--- src/hw/charger_params.svh ---
// register offsets, field positions, reset values and limits of the option and current bank
`ifndef CHARGER_PARAMS_SVH
`define CHARGER_PARAMS_SVH

// ----------------------------------------
// command codes (register offsets)
// ----------------------------------------
`define CMD_OPTION0 8'h12
`define CMD_CURRENT 8'h14
`define CMD_STATUS 8'h21

// ----------------------------------------
// option register fields
// ----------------------------------------
`define OPT_RESET 16'hE70E
`define OPT_CMP_LATCH 7
`define OPT_UVP_DIS 6
`define OPT_GAUGE_CAL 5
`define OPT_IN_GAIN 4
`define OPT_BAT_GAIN 3
`define OPT_LIN_PRE 2
`define OPT_IN_REG 1
`define OPT_CHG_BLOCK 0
`define OPT_AUTO_IN_OFF 12

// ----------------------------------------
// charge current register fields and status flag bit
// ----------------------------------------
`define CUR_RESET 16'h0000
`define CUR_VALID_MASK 16'h1FC0
`define CUR_RSVD_HI 15:13
`define CUR_FIELD 12:6
`define STATUS_CMP_BIT 6

// ----------------------------------------
// precharge clamps in mA
// ----------------------------------------
`define CLAMP_LOW_MA 13'h0180
`define CLAMP_HIGH_MA 13'h07D0

`endif

--- src/hw/charger_pkg.sv ---
// types shared by the charger register bank
package charger_pkg;
	typedef enum logic [4:0] {
		st_idle = 5'b00001,
		st_rx = 5'b00010,
		st_ack = 5'b00100,
		st_tx = 5'b01000,
		st_mack = 5'b10000
	} bus_state_e;
	typedef logic [15:0] word_t;
	typedef logic [12:0] milliamp_t;
endpackage

--- src/hw/sync2.sv ---
// two-flop synchroniser for a group of pin inputs
`timescale 1ns/1ps
module sync2 #(
	parameter int WIDTH = 1
) (
	// clock and reset
	input wire logic clk,
	input wire logic rstn,
	// pins
	input wire logic [WIDTH-1:0] pin_in,
	output logic [WIDTH-1:0] pin_sync
);
	logic [WIDTH-1:0] meta_q;

	// all inputs idle high, so reset to ones to avoid false edges
	always_ff @(posedge clk or negedge rstn) begin
		if (!rstn) begin
			meta_q <= '1;
			pin_sync <= '1;
		end else begin
			meta_q <= pin_in;
			pin_sync <= meta_q;
		end
	end
endmodule

--- src/hw/charger_option_and_current_regs.sv ---
// option and charge current register bank behind an smbus word slave
`timescale 1ns/1ps
`include "charger_params.svh"
// How it works
// - with latch enabled, comparator output pin stays low once tripped low.
// - comparator status flag set on trip (profile enabled), cleared by host read.
// - toggling latch enable bit releases the latched comparator output pin.
// - undervoltage protection active while disable bit is zero (reset zero).
// - gauge calibration bit set: battery discharges, converter off; host clears it.
// - input amplifier gain twenty when bit zero (default), forty when one.
// - battery amplifier gain eight when zero, sixteen when one (default).
// - linear precharge below min system: current from setting, clamped 384 mA or 2 A.
// - linear precharge off: battery switch fully on, regulate from max voltage.
// - regulation enable reads zero after auto disable; resets to one; host may reset.
// - charge block zero starts charging with valid settings; one inhibits charging.
// - charge current spans zero to 8.128 A in 64 mA steps.
// - current forced to zero on reset, removal, adapter loss, reset cmd, zero volt, watchdog.
// - current kept unchanged on latch-off and protection faults.
// - bits 12..8 weigh 4096, 2048, 1024, 512, 256 mA, summed.
// - write with any of top three bits set is invalid and ignored.
// - bits 7 and 6 weigh 128 and 64 mA; low six bits ignored.
module charger_option_and_current_regs
	import charger_pkg::*;
#(
	parameter logic [6:0] DEV_ADDR = 7'h2A // arbitrary bus address
) (
	// clock and reset
	input wire logic clk,
	input wire logic rstn,
	// smbus pins, open drain
	input wire logic scl,
	input wire logic sda_in,
	output logic sda_out,
	output logic sda_oe,
	// analog status pins
	input wire logic comparator_in,
	input wire logic cell_count_battery_present,
	input wire logic adapter_valid_status,
	// charger core status, same clock
	input wire logic battery_below_min_sys,
	input wire logic single_cell,
	input wire logic vbat_above_3v0,
	input wire logic throttle_profile_enable,
	input wire logic charge_voltage_valid,
	// clearing events, one-cycle pulses
	input wire logic register_reset_cmd,
	input wire logic charge_voltage_zero_write,
	input wire logic watchdog_expired,
	// controls to the analog loops
	output logic comparator_output_pin,
	output logic comparator_status,
	output logic sys_uvp_active,
	output logic gauge_calibration_discharge_enable,
	output logic input_gain_40,
	output logic battery_gain_16,
	output logic battery_switch_full_on,
	output logic sys_reg_from_max_voltage,
	output logic input_regulation_active,
	output logic charge_enable,
	output milliamp_t charge_current_ma,
	output milliamp_t precharge_current_ma
);
	// ----------------------------------------
	// pin synchronisers
	// ----------------------------------------
	logic scl_s, sda_s, comp_s, batpres_s, acok_s;
	sync2 #(.WIDTH(5)) u_sync (
		.clk(clk),
		.rstn(rstn),
		.pin_in({scl, sda_in, comparator_in, cell_count_battery_present, adapter_valid_status}),
		.pin_sync({scl_s, sda_s, comp_s, batpres_s, acok_s})
	);
	logic scl_p_q, sda_p_q, comp_p_q, batpres_p_q, start, stop, scl_rise, scl_fall;
	assign start = scl_s & scl_p_q & sda_p_q & ~sda_s;
	assign stop = scl_s & scl_p_q & ~sda_p_q & sda_s;
	assign scl_rise = scl_s & ~scl_p_q;
	assign scl_fall = ~scl_s & scl_p_q;
	// ----------------------------------------
	// smbus word engine
	// ----------------------------------------
	bus_state_e st_q, st_d;
	logic [2:0] cnt_q, cnt_d;
	logic [7:0] sr_q, sr_d, cmd_q, cmd_d, lo_q, lo_d, tx_q, tx_d;
	logic [1:0] byte_q, byte_d;
	logic rw_q, rw_d, full_q, full_d, hi_q, hi_d, mack_q, mack_d, oe_q, oe_d;
	logic wr_go, rd_go, latch_q, latch_d, flag_q, flag_d;
	word_t wr_word, rd_word, opt_q, opt_d, cur_q, cur_d;
	assign wr_word = {sr_q, lo_q};
	// read data is the live register content, auto-cleared bits included
	always_comb begin
		case (cmd_q)
			`CMD_OPTION0: rd_word = opt_q;
			`CMD_CURRENT: rd_word = cur_q;
			`CMD_STATUS: rd_word = 16'(flag_q) << `STATUS_CMP_BIT;
			default: rd_word = 16'h0000;
		endcase
	end
	always_comb begin
		st_d = st_q;
		cnt_d = cnt_q;
		sr_d = sr_q;
		byte_d = byte_q;
		rw_d = rw_q;
		full_d = full_q;
		cmd_d = cmd_q;
		lo_d = lo_q;
		tx_d = tx_q;
		hi_d = hi_q;
		mack_d = mack_q;
		oe_d = oe_q;
		wr_go = 1'b0;
		rd_go = 1'b0;
		if (start) begin
			st_d = st_rx;
			cnt_d = 3'h0;
			byte_d = 2'h0;
			full_d = 1'b0;
			hi_d = 1'b0;
			oe_d = 1'b0;
		end else if (stop) begin
			st_d = st_idle;
			oe_d = 1'b0;
		end else begin
			case (st_q)
				st_rx: begin
					if (scl_rise) begin
						sr_d = {sr_q[6:0], sda_s};
						cnt_d = cnt_q + 3'h1;
						if (cnt_q == 3'h7) begin
							full_d = 1'b1;
						end
					end else if (scl_fall && full_q) begin
						full_d = 1'b0;
						st_d = st_ack;
						oe_d = 1'b1;
						if (byte_q != 2'h3) begin
							byte_d = byte_q + 2'h1;
						end
						case (byte_q)
							2'h0: begin
								rw_d = sr_q[0];
								if (sr_q[7:1] != DEV_ADDR) begin
									st_d = st_idle;
									oe_d = 1'b0;
								end
							end
							2'h1: cmd_d = sr_q;
							2'h2: lo_d = sr_q;
							default: begin
								// only one word per transfer; extra bytes get a nack
								hi_d = 1'b1;
								if (!hi_q) begin
									wr_go = 1'b1;
								end else begin
									st_d = st_idle;
									oe_d = 1'b0;
								end
							end
						endcase
					end
				end
				st_ack: begin
					if (scl_fall) begin
						cnt_d = 3'h0;
						if (rw_q) begin
							st_d = st_tx;
							tx_d = rd_word[7:0];
							lo_d = rd_word[15:8];
							hi_d = 1'b0;
							rd_go = 1'b1;
							oe_d = ~rd_word[7];
						end else begin
							st_d = st_rx;
							oe_d = 1'b0;
						end
					end
				end
				st_tx: begin
					if (scl_fall) begin
						if (cnt_q == 3'h7) begin
							st_d = st_mack;
							oe_d = 1'b0;
						end else begin
							tx_d = {tx_q[6:0], 1'b0};
							cnt_d = cnt_q + 3'h1;
							oe_d = ~tx_q[6];
						end
					end
				end
				st_mack: begin
					if (scl_rise) begin
						mack_d = ~sda_s;
					end else if (scl_fall) begin
						if (mack_q && !hi_q) begin
							st_d = st_tx;
							tx_d = lo_q;
							hi_d = 1'b1;
							cnt_d = 3'h0;
							oe_d = ~lo_q[7];
						end else begin
							st_d = st_idle;
						end
					end
				end
				default: st_d = st_idle;
			endcase
		end
	end
	always_ff @(posedge clk or negedge rstn) begin
		if (!rstn) begin
			st_q <= st_idle;
			cnt_q <= 3'h0;
			sr_q <= 8'h00;
			byte_q <= 2'h0;
			rw_q <= 1'b0;
			full_q <= 1'b0;
			cmd_q <= 8'h00;
			lo_q <= 8'h00;
			tx_q <= 8'h00;
			hi_q <= 1'b0;
			mack_q <= 1'b0;
			oe_q <= 1'b0;
		end else begin
			st_q <= st_d;
			cnt_q <= cnt_d;
			sr_q <= sr_d;
			byte_q <= byte_d;
			rw_q <= rw_d;
			full_q <= full_d;
			cmd_q <= cmd_d;
			lo_q <= lo_d;
			tx_q <= tx_d;
			hi_q <= hi_d;
			mack_q <= mack_d;
			oe_q <= oe_d;
		end
	end
	assign sda_out = 1'b0;
	assign sda_oe = oe_q;
	// ----------------------------------------
	// register bank and controls
	// ----------------------------------------
	logic batpres_fall, cmp_trip, cur_clear, latch_toggle, cmp_pin_d, cal_d, chg_d;
	milliamp_t cur_ma, clamp_ma, pre_d;
	assign batpres_fall = batpres_p_q & ~batpres_s;
	assign cmp_trip = comp_p_q & ~comp_s & throttle_profile_enable;
	// faults such as latch-off or protection trips are not clear sources here
	assign cur_clear = batpres_fall | ~acok_s | register_reset_cmd |
		charge_voltage_zero_write | watchdog_expired;
	assign latch_toggle = wr_go && (cmd_q == `CMD_OPTION0) &&
		(wr_word[`OPT_CMP_LATCH] != opt_q[`OPT_CMP_LATCH]);
	assign cur_ma = {cur_q[`CUR_FIELD], 6'h00};
	assign sys_uvp_active = ~opt_q[`OPT_UVP_DIS];
	assign input_gain_40 = opt_q[`OPT_IN_GAIN];
	assign battery_gain_16 = opt_q[`OPT_BAT_GAIN];
	assign battery_switch_full_on = ~opt_q[`OPT_LIN_PRE];
	assign sys_reg_from_max_voltage = ~opt_q[`OPT_LIN_PRE];
	assign input_regulation_active = opt_q[`OPT_IN_REG];
	assign comparator_status = flag_q;
	always_comb begin
		opt_d = opt_q;
		cur_d = cur_q;
		latch_d = latch_q;
		flag_d = flag_q;
		if (wr_go && cmd_q == `CMD_OPTION0) begin
			opt_d = wr_word;
		end
		if (wr_go && cmd_q == `CMD_CURRENT && wr_word[`CUR_RSVD_HI] == 3'h0) begin
			cur_d = wr_word & `CUR_VALID_MASK;
		end
		if (register_reset_cmd) begin
			opt_d = `OPT_RESET;
		end
		// hardware disable wins over a host write in the same cycle
		if (opt_q[`OPT_AUTO_IN_OFF] && batpres_fall) begin
			opt_d[`OPT_IN_REG] = 1'b0;
		end
		if (cur_clear) begin
			cur_d = `CUR_RESET;
		end
		if (latch_toggle || !opt_q[`OPT_CMP_LATCH]) begin
			latch_d = 1'b0;
		end else if (!comp_s) begin
			latch_d = 1'b1;
		end
		if (rd_go && cmd_q == `CMD_STATUS) begin
			flag_d = 1'b0;
		end
		if (cmp_trip) begin
			flag_d = 1'b1;
		end
	end
	always_comb begin
		cmp_pin_d = opt_q[`OPT_CMP_LATCH] ? (comp_s & ~latch_q) : comp_s;
		cal_d = opt_q[`OPT_GAUGE_CAL];
		// a calibration discharge also stops charging
		chg_d = ~opt_q[`OPT_CHG_BLOCK] & ~opt_q[`OPT_GAUGE_CAL] & charge_voltage_valid &
			(cur_q[`CUR_FIELD] != 7'h00);
		clamp_ma = (single_cell && vbat_above_3v0) ? `CLAMP_HIGH_MA : `CLAMP_LOW_MA;
		pre_d = cur_ma;
		if (opt_q[`OPT_LIN_PRE] && battery_below_min_sys && cur_ma > clamp_ma) begin
			pre_d = clamp_ma;
		end
	end
	always_ff @(posedge clk or negedge rstn) begin
		if (!rstn) begin
			scl_p_q <= 1'b1;
			sda_p_q <= 1'b1;
			comp_p_q <= 1'b1;
			batpres_p_q <= 1'b1;
			opt_q <= `OPT_RESET;
			cur_q <= `CUR_RESET;
			latch_q <= 1'b0;
			flag_q <= 1'b0;
			comparator_output_pin <= 1'b1;
			gauge_calibration_discharge_enable <= 1'b0;
			charge_enable <= 1'b0;
			charge_current_ma <= 13'h0000;
			precharge_current_ma <= 13'h0000;
		end else begin
			scl_p_q <= scl_s;
			sda_p_q <= sda_s;
			comp_p_q <= comp_s;
			batpres_p_q <= batpres_s;
			opt_q <= opt_d;
			cur_q <= cur_d;
			latch_q <= latch_d;
			flag_q <= flag_d;
			comparator_output_pin <= cmp_pin_d;
			gauge_calibration_discharge_enable <= cal_d;
			charge_enable <= chg_d;
			charge_current_ma <= cur_ma;
			precharge_current_ma <= pre_d;
		end
	end
endmodule

--- config.mk ---
export PLATFORM = sky130hd
export DESIGN_NAME = charger_option_and_current_regs
export DESIGN_NICKNAME = d
export VERILOG_FILES = /design/src/hw/charger_pkg.sv /design/src/hw/sync2.sv /design/src/hw/charger_option_and_current_regs.sv
export VERILOG_INCLUDE_DIRS = /design/src /design/src/hw
export SDC_FILE = /design/constraint.sdc
export NUM_CORES = 1
export LEC_CHECK = 0
export BUFFER_PORTS_ARGS = -buffer_cell sky130_fd_sc_hd__buf_2
export CORE_MARGIN = 4
export CORE_UTILIZATION = 63
export DETAILED_ROUTE_END_ITERATION = 10
export PLACE_DENSITY = 0.85
export SYNTH_ARGS = -nofsm -noshare
export SYNTH_HDL_FRONTEND = slang
export SYNTH_SLANG_ARGS = --single-unit
--- constraint.sdc ---
create_clock -name clk -period 3.44 [get_ports clk]
set_clock_uncertainty 0.1 [all_clocks]
set_input_delay 0.516 -clock clk [delete_from_list [all_inputs] [get_ports clk]]
set_output_delay 0.516 -clock clk [all_outputs]
set_load 0.05 [all_outputs]
==> results of run 1 <==
[worst max-delay path by stage]
stage	to	from	depth (start not counted)	slack, ps
6_report	precharge_current_ma[8]$_DFF_PN0_	cur_q[9]$_DFFE_PN0P_	7	860
5_1_grt	cnt_q[0]$_DFFE_PN0P_	st_q[2]$_DFFE_PN0P_	6	650
4_1_cts	precharge_current_ma[8]$_DFF_PN0_	cur_q[9]$_DFFE_PN0P_	7	870
3_5_place_dp	precharge_current_ma[8]$_DFF_PN0_	single_cell	9	630
3_3_place_gp	precharge_current_ma[6]$_DFF_PN0_	single_cell	9	880
2_1_floorplan	precharge_current_ma[10]$_DFF_PN0_	single_cell	8	1090
[layout make-up]
| class | instances | area [um2] |
|---|---|---|
| multi-input cells | 309 | 2054 |
| clock inverters | 7 | 66.31 |
| repair buffers | 46 | 247.7 |
| well taps | 99 | 123.9 |
| flip-flops and latches | 103 | 2609 |
| fillers | 536 | 2118 |
| inverters | 7 | 26.28 |
| clock buffers | 9 | 123.9 |
[Yosys cell counts, types with 4 or more instances]
cell type  count  area (um2)
o21ai_0       26       130.1
inv_1          7       26.28
a31oi_1        5       31.28
nand2_1       39       146.4
nor3_1         8       40.04
ha_1          10       125.1
mux2_2        17       191.4
dfstp_2       25       656.9
nor2b_1       16       100.1
a22oi_1        9       67.56
clkbuf_1      11       41.29
buf_6          4       45.04
buf_4         13       97.59
a222oi_1       5       50.05
a211o_1        8       70.07
nand3_1        6       30.03
a21o_1         5       37.54
nand2b_1       7       43.79
and3_1         8       50.05
mux2i_1       19       190.2
a22o_1         4       35.03
a21oi_1       18       90.09
dfrtp_1       78        1952
nor2_1        34       127.6
[per-layer routing]
| metal | up-vias | GRT usage |
|---|---|---|
| met2 | 161 | 0.3584 |
| met4 | 0 | 0.1114 |
| met5 | - | 0 |
| met3 | 24 | 0.05082 |
| met1 | 1741 | 0.3417 |
| li1 | 1631 | - |
[worst max-delay path, cell delays in order (launching register included)]
cell,delay [ps]
dfrtp_1,470
ha_1,310
and3_1,170
a21o_1,180
a21oi_1,220
a41oi_1,70
o311ai_0,760
nand2b_1,140
[power breakdown]
part / switching, mW / total, mW / internal (mW) / leakage [nW]
combinational: 0.0781 / 0.0987 / 0.0205 / 1.04
clock: 0.433 / 0.711 / 0.278 / 0.0896
sequential: 0.0105 / 1.24 / 1.23 / 1.35
total: 0.522 / 2.05 / 1.53 / 2.48
[cells by family (layout without fill, tap and decap cells)]
group,count (synthesis),count (layout),synth area share
AND/OR/NAND/NOR,145,145,0.1599
flip-flops,103,103,0.5378
AO/OA/AOI/OAI,101,101,0.1408
buffers and inverters,39,69,0.04720
multiplexers,36,36,0.07867
adder cells (fa/ha/maj),10,10,0.02579
XOR/XNOR,5,5,0.009029
other,1,12,0.0007731
[flip-flops by register name (all words and copies together), names as in the netlist, 3 cells and up]
name,flops
tx_q,7
precharge_current_ma,8
cur_q,7
cnt_q,3
u_sync.pin_sync,5
cmd_q,8
sr_q,8
charge_current_ma,7
u_sync.meta_q,5
st_q,5
opt_q,16
lo_q,8
[cells in the final DEF (no fill, tap or decap), types with 9 or more instances in the layout]
cell type,synthesis,routed
nand2_1,39,39
o21ai_0,26,26
ha_1,10,10
mux2_2,17,17
nor2_1,34,34
dfstp_2,25,25
a22oi_1,9,9
dfrtp_1,78,78
conb_1,1,12
a21oi_1,18,18
clkbuf_8,0,9
nor2b_1,16,16
buf_2,3,39
mux2i_1,19,19
==> flow_summary.json, run 1 <==
{
  "setup_viol": 0,
  "final.min_clock_period_ps": 2580,
  "dpl_worst_slack_ps": 627.3,
  "cp.required_ps": 3570,
  "slew_violations": 0,
  "final_layout_size_suffix_gt1_frac": 0.2266,
  "met2_length_mm": 4.662,
  "holdWs_ps": 134.7,
  "clk_pin_slew_worst_paths_ps": 110,
  "regToRegEndpoint": "precharge_current_ma[8]$_DFF_PN0_",
  "max_slew_margin": 0.3662,
  "cp_max_fo": 6,
  "cts_num_sinks": 103,
  "drt_iter0_markers": 355,
  "nNetsFinal": 501,
  "dieHeight_um": 95.75,
  "tightest_slew_ps": 950.8,
  "fmax_ghz": 0.3876,
  "hold_end": "u_sync.meta_q[0]$_DFF_PN1_",
  "p_leak_nw": 2.476,
  "maxUsedRoutingLayer": "met4",
  "end_kind": "register",
  "die_x_um": 95.75,
  "start_util": 0.6582,
  "syn_to_final_growth_pct": 8.254,
  "die_area_um2": 9168,
  "ys_seq_area_frac": 0.5378,
  "drc": 0,
  "antenna-diode-count": 0,
  "grt_pass1_vias": 3406,
  "insertion_delay_ps": 370,
  "critPathKind": "reg2reg",
  "cts_resized": 0,
  "finalHoldViolCount": 0,
  "fp-row-count": 31,
  "via_per_inst": 6.133,
  "cts_tree": "done",
  "grt_pass1_wl_mm": 16.95,
  "wl_met3_um": 725,
  "ctsHtreeMaxLevel": 3,
  "clock-root-buffer": "clkbuf_8",
  "synth-edff-count": 0,
  "hp-class": "in2reg",
  "synth_cell_types": 55,
  "wl_met1_mm": 4.520,
  "reg2reg_depth": 7,
  "post-dp-hpwl_mm": 7.090,
  "cts_hold_buffers": 0,
  "synth_seq_cells": 103,
  "dp.cells": 564,
  "clockBufferDepth": 2,
  "routabilityCongestion": 0.8698,
  "cap_violations": 0,
  "grt_usage": 0.2412,
  "antenna_found_initial": 0,
  "post_cts_buffers": 0,
  "coreArea_um2": 7370,
  "r2r-start": "cur_q[9]$_DFFE_PN0P_",
  "total_power_mw": 2.050,
  "hold_depth": 1,
  "final_cells": 580,
  "drt_pre_antenna_iters": 5,
  "grt_max_degree": 79,
  "startpoint_type": "register",
  "dpl_cell_area_um2": 5061,
  "wl_per_cell_um": 17.48,
  "num_io_pins": 53,
  "post-route-worst-setup-slack_ps": 860.3,
  "synth_area_um2": 4851,
  "post-route-util": 0.7126,
  "synthCells": 440,
  "yosysWarnings": 0,
  "arrival_ps": 2710,
  "syn_avg_cell_area_um2": 11.02,
  "vdd_ir_drop_max_v": 0.0003329,
  "powerDensity_nw_per_um2": 390.3,
  "fin_tns_setup_ps": 0,
  "synth_ff_type": "dfrtp_1",
  "timing.final.crit_share": 0.7499,
  "status": "finished, final reports clean",
  "min-delay-start": "adapter_valid_status",
  "rsz0062_at_grt": "false",
  "portBuffers": 40,
  "overflow": 0,
  "cts_buffers": 9,
  "design_area_um2": 5251,
  "vias": 3557,
  "r2r_setup_slack_ps": 860,
  "drtAntennaViolNets": 0,
  "async_flop_share": 1.000,
  "drt-total-wl_mm": 10.14
}
(Power assumes the default switching activity.)
==> run 2: changes to the inputs <==
- CORE_UTILIZATION: 63 -> 53
- PLACE_DENSITY: 0.85 -> 0.76
- clock period: 3.44 -> 2.2 ns (I/O delays scaled with it)
==> flow_summary.json, run 2 (same netlist as run 1, synthesis figures left out) <==
{
  "hold_depth": 2,
  "overflow": 0,
  "multi_input_area_um2": 2069,
  "dieHeight_um": 103.7,
  "grt_pass1_wl_mm": 17.60,
  "die_x_um": 103.7,
  "regMostFlops": "opt_q",
  "final_cells": 617,
  "cp_max_fo": 7,
  "grt_max_degree": 39,
  "r2r-start": "st_q[0]$_DFFE_PN1P_",
  "timing.final.crit_share": 0.9610,
  "portBuffers": 40,
  "dpl_cell_area_um2": 5275,
  "fp-row-count": 34,
  "routabilityCongestion": 0.8657,
  "grt_pass1_vias": 3438,
  "grt_usage": 0.2010,
  "post-route-worst-setup-slack_ps": 85.83,
  "final_layout_size_suffix_gt1_frac": 0.2633,
  "cts_tree": "done",
  "critPathKind": "reg2reg",
  "arrival_ps": 2270,
  "setup_viol": 0,
  "regToRegEndpoint": "cur_q[10]$_DFFE_PN0P_",
  "fmax_ghz": 0.4730,
  "crit_family": "simple AND/OR/NAND/NOR gates",
  "mostFrequentLayoutCells": "dfrtp_1 (78), buf_2 (39), nand2_1 (37)",
  "fill_cells": 690,
  "fin_tns_setup_ps": 0,
  "post_cts_buffers": 0,
  "cpMaxStageDelayCell": "or4_4",
  "hold_end": "precharge_current_ma[12]$_DFF_PN0_",
  "syn_to_final_growth_pct": 14.57,
  "r2r_setup_slack_ps": 90,
  "ctsHtreeMaxLevel": 3,
  "via_per_inst": 5.783,
  "final_common_cell": "dfrtp_1",
  "clock-root-buffer": "clkbuf_8",
  "die_area_um2": 10750,
  "p_leak_nw": 2.642,
  "antenna-diode-count": 0,
  "min-delay-start": "battery_below_min_sys",
  "wl_per_cell_um": 16.89,
  "hp-class": "in2reg",
  "coreArea_um2": 8806,
  "drt-total-wl_mm": 10.42,
  "num_io_pins": 53,
  "drt_iter0_markers": 357,
  "startpoint_type": "register",
  "cts_num_sinks": 103,
  "crit_path_max_incr_delay_ps": 530,
  "critical_path_buf_inv_count": 0,
  "clockBufferDepth": 2,
  "nNetsFinal": 529,
  "post-route-util": 0.6311,
  "cp.required_ps": 2360,
  "finalHoldViolCount": 0,
  "rsz0062_at_grt": "true",
  "vdd_ir_drop_max_v": 0.0004115,
  "cts_buffers": 9,
  "insertion_delay_ps": 370,
  "design_area_um2": 5558,
  "clk_pin_slew_worst_paths_ps": 100,
  "dpl_worst_slack_ps": 15.10,
  "post-dp-hpwl_mm": 7.476,
  "cap_violations": 0,
  "powerDensity_nw_per_um2": 602.2,
  "cp_cell_sequence": "or3_4, nor2_8, nand3_4, or4_4, mux2i_1, nor2_1",
  "end_kind": "register",
  "final.min_clock_period_ps": 2114,
  "vias": 3568,
  "reg2reg_depth": 6,
  "largest_reg_flops": 16,
  "seqCellArea_um2": 2609,
  "drt_pre_antenna_iters": 5,
  "drtAntennaViolNets": 0,
  "dp.cells": 595,
  "start_util": 0.5509,
  "antenna_found_initial": 0,
  "slew_violations": 0,
  "drc": 0,
  "status": "finished, final reports clean"
}
## run 2: metal layers
metal | wire (um) | global-route usage
met5 | 0 | 0
met4 | 99 | 0.04274
met3 | 666 | 0.05721
met2 | 4787 | 0.3112
met1 | 4867 | 0.2847
## run 2: power by group
part / internal, mW / leakage, nW / switching, mW / total [mW]
sequential: 1.92 / 1.35 / 0.0120 / 1.93
clock: 0.570 / 0.102 / 0.661 / 1.23
combinational: 0.0505 / 1.19 / 0.131 / 0.182
## run 2: through the flow
| step | hold slack (ps) | total power, mW |
|---|---|---|
| 2_1_floorplan | -65.59 | 2.078 |
| 4_1_cts | 68.98 | 3.372 |
| 3_5_place_dp | 228.5 | 2.144 |
| 5_1_grt | 82.07 | 3.478 |
| 6_report | 80.90 | 3.347 |
| 3_3_place_gp | 229.2 | 2.141 |
## run 2: area by class of cell
class,count,area share
tap,108,0.02431
inverter,7,0.004728
sequential,103,0.4694
timing repair buffer,74,0.09185
multi-input combinational,309,0.3724
clock buffer,11,0.02544
clock inverter,5,0.01193
## run 2: worst reg2reg max path, stage by stage (launching register included)
cell and delay (ps):
dfstp_2 400, or3_4 440, nor2_8 140, nand3_4 120, or4_4 540, mux2i_1 220, nor2_1 60
## run 2: how the worst max path moves through the flow
stage / cells after the start / endpoint / startpoint / slack (ps)
final: 6 / cur_q[10]$_DFFE_PN0P_ / st_q[0]$_DFFE_PN1P_ / 90
after global routing: 6 / hi_q$_DFFE_PN0P_ / st_q[0]$_DFFE_PN1P_ / 8
after CTS: 6 / cmd_q[7]$_DFFE_PN0P_ / st_q[0]$_DFFE_PN1P_ / 70
after detailed placement: 6 / cur_q[10]$_DFFE_PN0P_ / st_q[0]$_DFFE_PN1P_ / 20
after global placement: 6 / cur_q[8]$_DFFE_PN0P_ / st_q[0]$_DFFE_PN1P_ / 70
after floorplan: 8 / cur_q[10]$_DFFE_PN0P_ / st_q[3]$_DFFE_PN0P_ / 7
## run 2: repair_timing
item	CTS	global route
hold buffers	6	0
pin swaps	1	0
hold endpoints to repair	25	0
endpoints found under the setup margin	3	13
resized for setup	0	5
